File: config.mk
export PLATFORM = sky130hd
export DESIGN_NAME = key_wake_irq
export DESIGN_NICKNAME = d
export VERILOG_FILES = /design/src/pkg/key_wake_pkg.sv /design/src/design/key_pin_sync.sv /design/src/design/key_wake_irq.sv
export SDC_FILE = /design/constraint.sdc
export NUM_CORES = 1
export LEC_CHECK = 0
export BUFFER_PORTS_ARGS = -buffer_cell sky130_fd_sc_hd__buf_2
export CAP_MARGIN = 0
export CELL_PAD_IN_SITES_DETAIL_PLACEMENT = 0
export CELL_PAD_IN_SITES_GLOBAL_PLACEMENT = 1
export CORE_AREA = 2 2 86 88
export CTS_CLUSTER_DIAMETER = 200
export DETAILED_ROUTE_END_ITERATION = 16
export DIE_AREA = 0 0 88 90
export GPL_ROUTABILITY_DRIVEN = 0
export PLACE_DENSITY_LB_ADDON = 0.05
export SYNTH_ARGS = -nofsm -noshare
export SYNTH_HDL_FRONTEND = slang
export SYNTH_SLANG_ARGS = --single-unit
export TNS_END_PERCENT = 30
File: constraint.sdc
create_clock -name i_mclk -period 1.8 [get_ports i_mclk]
set_input_delay 0.18 -clock i_mclk [delete_from_list [all_inputs] [get_ports i_mclk]]
set_output_delay 0.18 -clock i_mclk [all_outputs]
set_load 0.05 [all_outputs]
File: src/pkg/key_wake_pkg.sv
// Package: register map, field positions and reset values of the key wakeup block
package key_wake_pkg;
    localparam int NUM_PINS = 8;
    localparam logic [11:0] STATUS_CONTROL_OFFS = 12'h000;
    localparam logic [11:0] PIN_ENABLE_OFFS = 12'h004;
    localparam logic [11:0] IRQ_STATUS_OFFS = 12'h008;
    localparam logic [11:0] IRQ_MASK_OFFS = 12'h00C;
    localparam int MODE_BIT = 0;
    localparam int IRQ_EN_BIT = 1;
    localparam int ACK_BIT = 2;
    localparam int FLAG_BIT = 3;
    localparam int POL_LSB = 4;
    localparam int POL_W = 4;
    localparam int EVT_EDGE_BIT = 0;
    localparam int EVT_WAKE_BIT = 1;
    localparam int EVT_W = 2;
    localparam logic [7:0] ENABLE_RST = 8'h00;
    localparam logic [3:0] POL_RST = 4'h0;
    localparam logic [1:0] EVT_RST = 2'h0;

    typedef struct packed {
        logic [3:0] pol;
        logic irq_en;
        logic mode;
    } key_ctrl_t;

    typedef struct packed {
        logic [11:0] addr;
        logic wr;
        logic rd;
        logic [31:0] wdata;
    } bus_req_t;
endpackage

File: src/design/key_pin_sync.sv
// Two-stage synchroniser for the key pins
`timescale 1ns/100ps
module key_pin_sync
    import key_wake_pkg::*;
(
    input wire logic i_mclk,
    input wire logic i_nrst,
    input wire logic [NUM_PINS-1:0] i_pins,
    output logic [NUM_PINS-1:0] o_pins
);
    logic [NUM_PINS-1:0] meta_r;

    always_ff @(posedge i_mclk) begin
        if (!i_nrst) begin
            meta_r <= '1;
            o_pins <= '1;
        end else begin
            meta_r <= i_pins;
            o_pins <= meta_r;
        end
    end
endmodule

File: src/design/key_wake_irq.sv
// Key wakeup interrupt controller with APB registers
//
// What this block does
// - Edge needs prior deasserted sample first
// - Falling edge: high then low sample
// - Rising edge: low then high sample
// - Level mode: flag on first asserting pin
// - Level mode: flag held while asserted
// - Stop mode: asynchronous level wake output
// - Interrupt request while flag and enable
// - Edge mode: ack write clears flag
// - Ack bit 2, write-only, reads zero
// - Bits 7:4 polarity for upper pins
// - Pins 3:0 fixed falling or low
// - Flag bit 3, read-only, event pending
// - Enable bit 1; flag still pollable
// - Bit 0 selects edge or level mode
// - Pin enable mask, one bit per pin
//
// Decided for this implementation: the register addresses and the APB register port.
`timescale 1ns/100ps
module key_wake_irq
    import key_wake_pkg::*;
(
    input wire logic i_mclk,
    input wire logic i_nrst,
    input wire logic i_psel,
    input wire logic i_penable,
    input wire logic i_pwrite,
    input wire logic [11:0] i_paddr,
    input wire logic [31:0] i_pwdata,
    output logic [31:0] o_prdata,
    output logic o_pready,
    output logic o_pslverr,
    input wire logic [NUM_PINS-1:0] i_key_pins,
    input wire logic i_stop_mode,
    output logic o_key_irq,
    output logic o_stop_wake,
    output logic o_irq
);
    key_ctrl_t ctrl_r;
    logic [NUM_PINS-1:0] pin_watch_enable_r;
    logic key_event_flag_r;
    logic [NUM_PINS-1:0] pins_s;
    logic [NUM_PINS-1:0] prev_r;
    logic [NUM_PINS-1:0] asserted;
    logic [NUM_PINS-1:0] prev_asserted;
    logic [NUM_PINS-1:0] pol_full;
    logic edge_evt;
    logic any_level;
    logic ack_wr;
    logic [EVT_W-1:0] evt_status_r;
    logic [EVT_W-1:0] evt_mask_r;
    logic [EVT_W-1:0] evt_set;
    logic stop_wake_d_r;
    bus_req_t req;

    function automatic logic [NUM_PINS-1:0] to_asserted(input logic [NUM_PINS-1:0] lvl,
                                                       input logic [NUM_PINS-1:0] pol,
                                                       input logic [NUM_PINS-1:0] en);
        to_asserted = ~(lvl ^ pol) & en;
    endfunction

    key_pin_sync u_sync (
        .i_mclk(i_mclk),
        .i_nrst(i_nrst),
        .i_pins(i_key_pins),
        .o_pins(pins_s)
    );

    always_comb begin
        req.addr = i_paddr;
        req.wr = i_psel && i_penable && i_pwrite;
        req.rd = i_psel && !i_pwrite;
        req.wdata = i_pwdata;
    end

    assign o_pready = 1'b1;
    assign o_pslverr = 1'b0;

    // Polarity: upper from register, lower fixed low-active
    assign pol_full = {ctrl_r.pol, 4'h0};
    assign asserted = to_asserted(pins_s, pol_full, pin_watch_enable_r);
    assign prev_asserted = to_asserted(prev_r, pol_full, pin_watch_enable_r);
    // Edge only from deasserted previous sample, none else asserted before
    assign edge_evt = |(asserted & ~prev_asserted) && (prev_asserted == '0);
    assign any_level = |asserted;
    assign ack_wr = req.wr && req.addr == STATUS_CONTROL_OFFS && req.wdata[ACK_BIT];

    always_ff @(posedge i_mclk) begin
        if (!i_nrst) begin
            prev_r <= '1;
        end else begin
            prev_r <= pins_s;
        end
    end

    // Register writes
    always_ff @(posedge i_mclk) begin
        if (!i_nrst) begin
            ctrl_r <= '{pol: POL_RST, irq_en: 1'b0, mode: 1'b0};
            pin_watch_enable_r <= ENABLE_RST;
            evt_mask_r <= EVT_RST;
        end else if (req.wr) begin
            if (req.addr == STATUS_CONTROL_OFFS) begin
                ctrl_r.pol <= req.wdata[POL_LSB +: POL_W];
                ctrl_r.irq_en <= req.wdata[IRQ_EN_BIT];
                ctrl_r.mode <= req.wdata[MODE_BIT];
            end
            if (req.addr == PIN_ENABLE_OFFS) begin
                pin_watch_enable_r <= req.wdata[NUM_PINS-1:0];
            end
            if (req.addr == IRQ_MASK_OFFS) begin
                evt_mask_r <= req.wdata[EVT_W-1:0];
            end
        end
    end

    // Event flag: set wins over acknowledge
    always_ff @(posedge i_mclk) begin
        if (!i_nrst) begin
            key_event_flag_r <= 1'b0;
        end else if (edge_evt || (ctrl_r.mode && any_level)) begin
            key_event_flag_r <= 1'b1;
        end else if (ack_wr) begin
            key_event_flag_r <= 1'b0;
        end
    end

    assign o_key_irq = key_event_flag_r && ctrl_r.irq_en;

    // Stop mode: raw pin levels, no clock needed
    assign o_stop_wake = i_stop_mode && |(~(i_key_pins ^ pol_full) & pin_watch_enable_r);

    always_ff @(posedge i_mclk) begin
        if (!i_nrst) begin
            stop_wake_d_r <= 1'b0;
        end else begin
            stop_wake_d_r <= i_stop_mode && any_level;
        end
    end

    assign evt_set[EVT_EDGE_BIT] = edge_evt;
    assign evt_set[EVT_WAKE_BIT] = i_stop_mode && any_level && !stop_wake_d_r;

    // Sticky status, write one to clear, set wins
    always_ff @(posedge i_mclk) begin
        if (!i_nrst) begin
            evt_status_r <= EVT_RST;
        end else if (req.wr && req.addr == IRQ_STATUS_OFFS) begin
            evt_status_r <= (evt_status_r & ~req.wdata[EVT_W-1:0]) | evt_set;
        end else begin
            evt_status_r <= evt_status_r | evt_set;
        end
    end

    assign o_irq = |(evt_status_r & evt_mask_r);

    // Read data register
    always_ff @(posedge i_mclk) begin
        if (!i_nrst) begin
            o_prdata <= 32'h0000_0000;
        end else if (req.rd && !i_penable) begin
            unique case (req.addr)
                STATUS_CONTROL_OFFS: o_prdata <= {24'h00_0000, ctrl_r.pol, key_event_flag_r, 1'b0,
                                                  ctrl_r.irq_en, ctrl_r.mode};
                PIN_ENABLE_OFFS: o_prdata <= {24'h00_0000, pin_watch_enable_r};
                IRQ_STATUS_OFFS: o_prdata <= {30'h0000_0000, evt_status_r};
                IRQ_MASK_OFFS: o_prdata <= {30'h0000_0000, evt_mask_r};
                default: o_prdata <= 32'h0000_0000;
            endcase
        end
    end

    a_flag_irq_tie: assert property (@(posedge i_mclk) disable iff (!i_nrst)
        o_key_irq == (key_event_flag_r && ctrl_r.irq_en)) else $error("irq not tied to flag");
    a_level_hold: assert property (@(posedge i_mclk) disable iff (!i_nrst)
        ctrl_r.mode && any_level |=> key_event_flag_r) else $error("level flag not held");
    a_edge_ack_clr: assert property (@(posedge i_mclk) disable iff (!i_nrst)
        ack_wr && !ctrl_r.mode && !edge_evt |=> !key_event_flag_r) else $error("ack did not clear");
    a_fall_detect: assert property (@(posedge i_mclk) disable iff (!i_nrst)
        pin_watch_enable_r[0] && $past(pins_s[0]) && !pins_s[0] && prev_asserted == '0
        |=> key_event_flag_r) else $error("falling edge missed");
    a_rise_detect: assert property (@(posedge i_mclk) disable iff (!i_nrst)
        pin_watch_enable_r[7] && ctrl_r.pol[3] && !prev_r[7] && pins_s[7] && prev_asserted == '0
        |=> key_event_flag_r) else $error("rising edge missed");
    a_disabled_quiet: assert property (@(posedge i_mclk) disable iff (!i_nrst)
        pin_watch_enable_r == '0 && !key_event_flag_r |=> !key_event_flag_r) else $error("flag from disabled pins");
    a_no_edge_held: assert property (@(posedge i_mclk) disable iff (!i_nrst)
        prev_asserted != '0 |-> !edge_evt) else $error("edge without deasserted start");
    a_ack_reads_0: assert property (@(posedge i_mclk) disable iff (!i_nrst)
        $past(req.rd && !i_penable && req.addr == STATUS_CONTROL_OFFS) |-> !o_prdata[ACK_BIT])
        else $error("ack bit read as one");
endmodule

==> flow_summary_export.csv <==
group,metric,value,unit
outcome,status,"completed",
global_route,grt_pass1_wl,7.41,mm
yosys,synth_top_area_frac,0.433,
worst_setup_path,cp_max_fo,5,
timing,fin_crit,1.69,ns
die,rows,31,
power_and_ir_drop,leakage,1.15,nW
yosys,syn_area,2410,µm²
hold_path,min_path_type,"primary input to flip-flop",
die,die_h,90,µm
route,wl_per_cell,12.3,µm
die,start_util,0.343,
worst_setup_path,critical_path.max_stage_delay,0.39,ns
layout,area_growth_syn_to_layout,12.8,%
worst_setup_path,cp.required,1.62,ns
route,vias,1685,
power_and_ir_drop,ir_drop,0.422,mV
clock_tree,cts_max_path_buffers,2,
run,drv_cap,0,
timing,finalHoldViolCount,0,
timing,setup_viol_count_final,0,
global_route,overflow,0,
clock_tree,cts_root_buf,"clkbuf_8",
global_route,grt_max_degree,23,
route,drt-met1-wl,2.46,mm
yosys,ys_async_sr_fraction,0,
worst_setup_path,path_class,"flip-flop to output port",
worst_setup_path,rrSetupSlack,0.31,ns
timing,maxSlewViolCount,0,
route,wl_met2,1.99,mm
route,antenna_left,0,
route,drt_iter0_drc,35,
yosys,synthCells,252,
yosys,synth-edff-count,0,
yosys,ys_types,41,
timing,fin_tns_setup,0,ns
worst_setup_path,cp-end-kind,"output port",
yosys,yosys-top-cells-area,"dfxtp_1 (43%), mux2i_1 (8.7%), buf_4 (8.4%)",
worst_setup_path,critPathSlowestCell,"a222oi_1",
placed_design,dp_hpwl,3.69,mm
yosys,synth_seq_cells,52,
layout,postLayoutCellArea,2720,µm²
timing,grt_setup_unrepaired,"yes",
clock_tree,cts_tree,"built",
yosys,ys_warn_count,0,
worst_setup_path,start_kind,"flip-flop",
placed_design,dpl_cell_area,2620,µm²
route,drc,0,
global_route,antenna_found_initial,0,
route,viasPerCell,4.29,
yosys,synth.largest_area_cell,"dfxtp_1",
layout,filler_cell_count,718,
power_and_ir_drop,p_total,2.10,mW
route,top_layer,"met4",
die,die_w,88,µm
die,die-area,7920,µm²
layout,num_antenna_cells,0,
placed_design,port_buffers,44,
layout,final_nets,351,
worst_setup_path,arrival,1.51,ns
yosys,synth.avg_cell_area,9.55,µm²
route,dr_wl_met3,322,µm
clock_tree,cts_sinks,52,
route,firstDrtPassIters,4,
clock_tree,cts_buffers,5,
layout,drive_gt1_frac,0.224,
clock_tree,clk_pin_slew_worst_paths,0.09,ns
clock_tree,ctsHtreeMaxLevel,2,
clock_tree,clk_latency,0.30,ns
clock_tree,ctsHoldBuffers,0,
die,coreArea,7020,µm²
die,io_pins,95,
global_route,track_usage,0.121,
global_route,grt_pass1_vias,1522,
worst_setup_path,crit_chain,"xnor2_1, a222oi_1, a21oi_1, buf_2",
timing,holdWs,0.0772,ns
power_and_ir_drop,powerDensity,773,nW/µm²
clock_tree,post_cts_buffers,0,
timing,clock_skew,0.00351,ns
yosys,synthFlopType,"dfxtp_1",
yosys,synth-seq-area-share,0.433,
route,wirelength,4.83,mm
timing,finalCritPeriodShare,0.941,
timing,fmax,0.591,GHz
per-layer routing:
metal	up-vias	global-route usage
li1	873	-
met3	5	0.0340
met1	745	0.172
met4	0	0.0385
met5	-	0
met2	62	0.177
final timing paths:
kind / start / endpoint / cells after the start
worst max-delay path: ctrl_r[5] / o_stop_wake / 4
worst min-delay path: i_key_pins[2] / u_sync.meta_r[2] / 2
worst max register to register: pin_watch_enable_r[0] / key_event_flag_r / 4
worst min register to register: u_sync.meta_r[0] / u_sync.o_pins[0] / 1
synthesized netlist by cell type (2+ instances only):
master and number:
dfxtp_1 52, buf_4 27, nand2b_1 24, mux2i_1 21
nor2b_1 21, xnor2_1 12, nand2_1 11, and2_1 7
clkbuf_1 7, o21ai_0 7, inv_1 6, a21oi_1 5
a22oi_1 4, clkbuf_2 4, nand3_1 4, nor2_1 4
o22ai_1 3, a221o_1 2, a22o_1 2, conb_1 2
mux2_2 2, nand4b_1 2, nor3_1 2, nor3b_1 2
nor4_2 2, o211ai_1 2
flip-flops by register name (all words and copies together), names as in the netlist:
register and cells:
o_prdata 8, key_event_flag_r 1, ctrl_r 6, prev_r 8
u_sync.o_pins 8, pin_watch_enable_r 8, stop_wake_d_r 1, evt_status_r 2
evt_mask_r 2, u_sync.meta_r 8
cell families (layout without fill, tap and decap cells):
group / count (synthesis) / after routing / synth area share
xor+xnor: 12 / 12 / 0.0437
mux: 23 / 23 / 0.0967
other cells: 2 / 26 / 0.00312
compound gates: 31 / 31 / 0.0863
buf+inv: 46 / 64 / 0.119
flops: 52 / 52 / 0.433
simple gates: 86 / 86 / 0.218
critical path: cells and delay by family, from the launching register on:
family | cells | cell delay (ns)
buffers and inverters | 1 | 0.23
XOR/XNOR | 1 | 0.13
flip-flops | 1 | 0.36
AO/OA/AOI/OAI | 2 | 0.50
stage by stage:
stage	worst slack, ns	utilization	std cells
floorplan	0.178	-	276
global placement	0.161	0.373	385
detailed placement	0.177	0.373	385
CTS	0.00318	0.386	393
global route	-0.0171	0.387	393
finish	0.107	0.387	393
layout by cell type (no fill, tap or decap), types with 3 or more instances in the layout:
| cell type | count |
|---|---|
| dfxtp_2 | 3 |
| buf_4 | 6 |
| nor2b_1 | 21 |
| clkbuf_8 | 6 |
| mux2i_1 | 21 |
| a22oi_1 | 4 |
| inv_1 | 6 |
| o21ai_0 | 7 |
| nand3_1 | 4 |
| nand2_1 | 11 |
| conb_1 | 26 |
| nand2b_1 | 24 |
| nor2_1 | 4 |
| a21oi_1 | 5 |
| xnor2_1 | 12 |
| and2_1 | 7 |
| buf_2 | 44 |
| o22ai_1 | 3 |
| dfxtp_1 | 49 |
power breakdown:
part / internal, mW / total (mW) / switching (mW)
logic: 0.0624 / 0.240 / 0.177
clock network: 0.315 / 0.683 / 0.368
registers: 1.17 / 1.18 / 0.00690
total: 1.55 / 2.10 / 0.552
cell type report:
cell class	instances	area, µm²	share of cell area
Multi-Input combinational cell	178	1170	0.430
Sequential cell	52	1040	0.385
Timing Repair Buffer	50	265	0.0977
Tap cell	99	124	0.0456
Clock buffer	8	90.1	0.0332
Inverter	6	22.5	0.00829
timing repair:
action | 4_1_cts | 5_1_grt
endpoints found under the setup margin | 1 | 1
resized for setup | 1 | 2
pin swaps | 1 | 0
No activity file was read; power rests on OpenSTA's default activity.
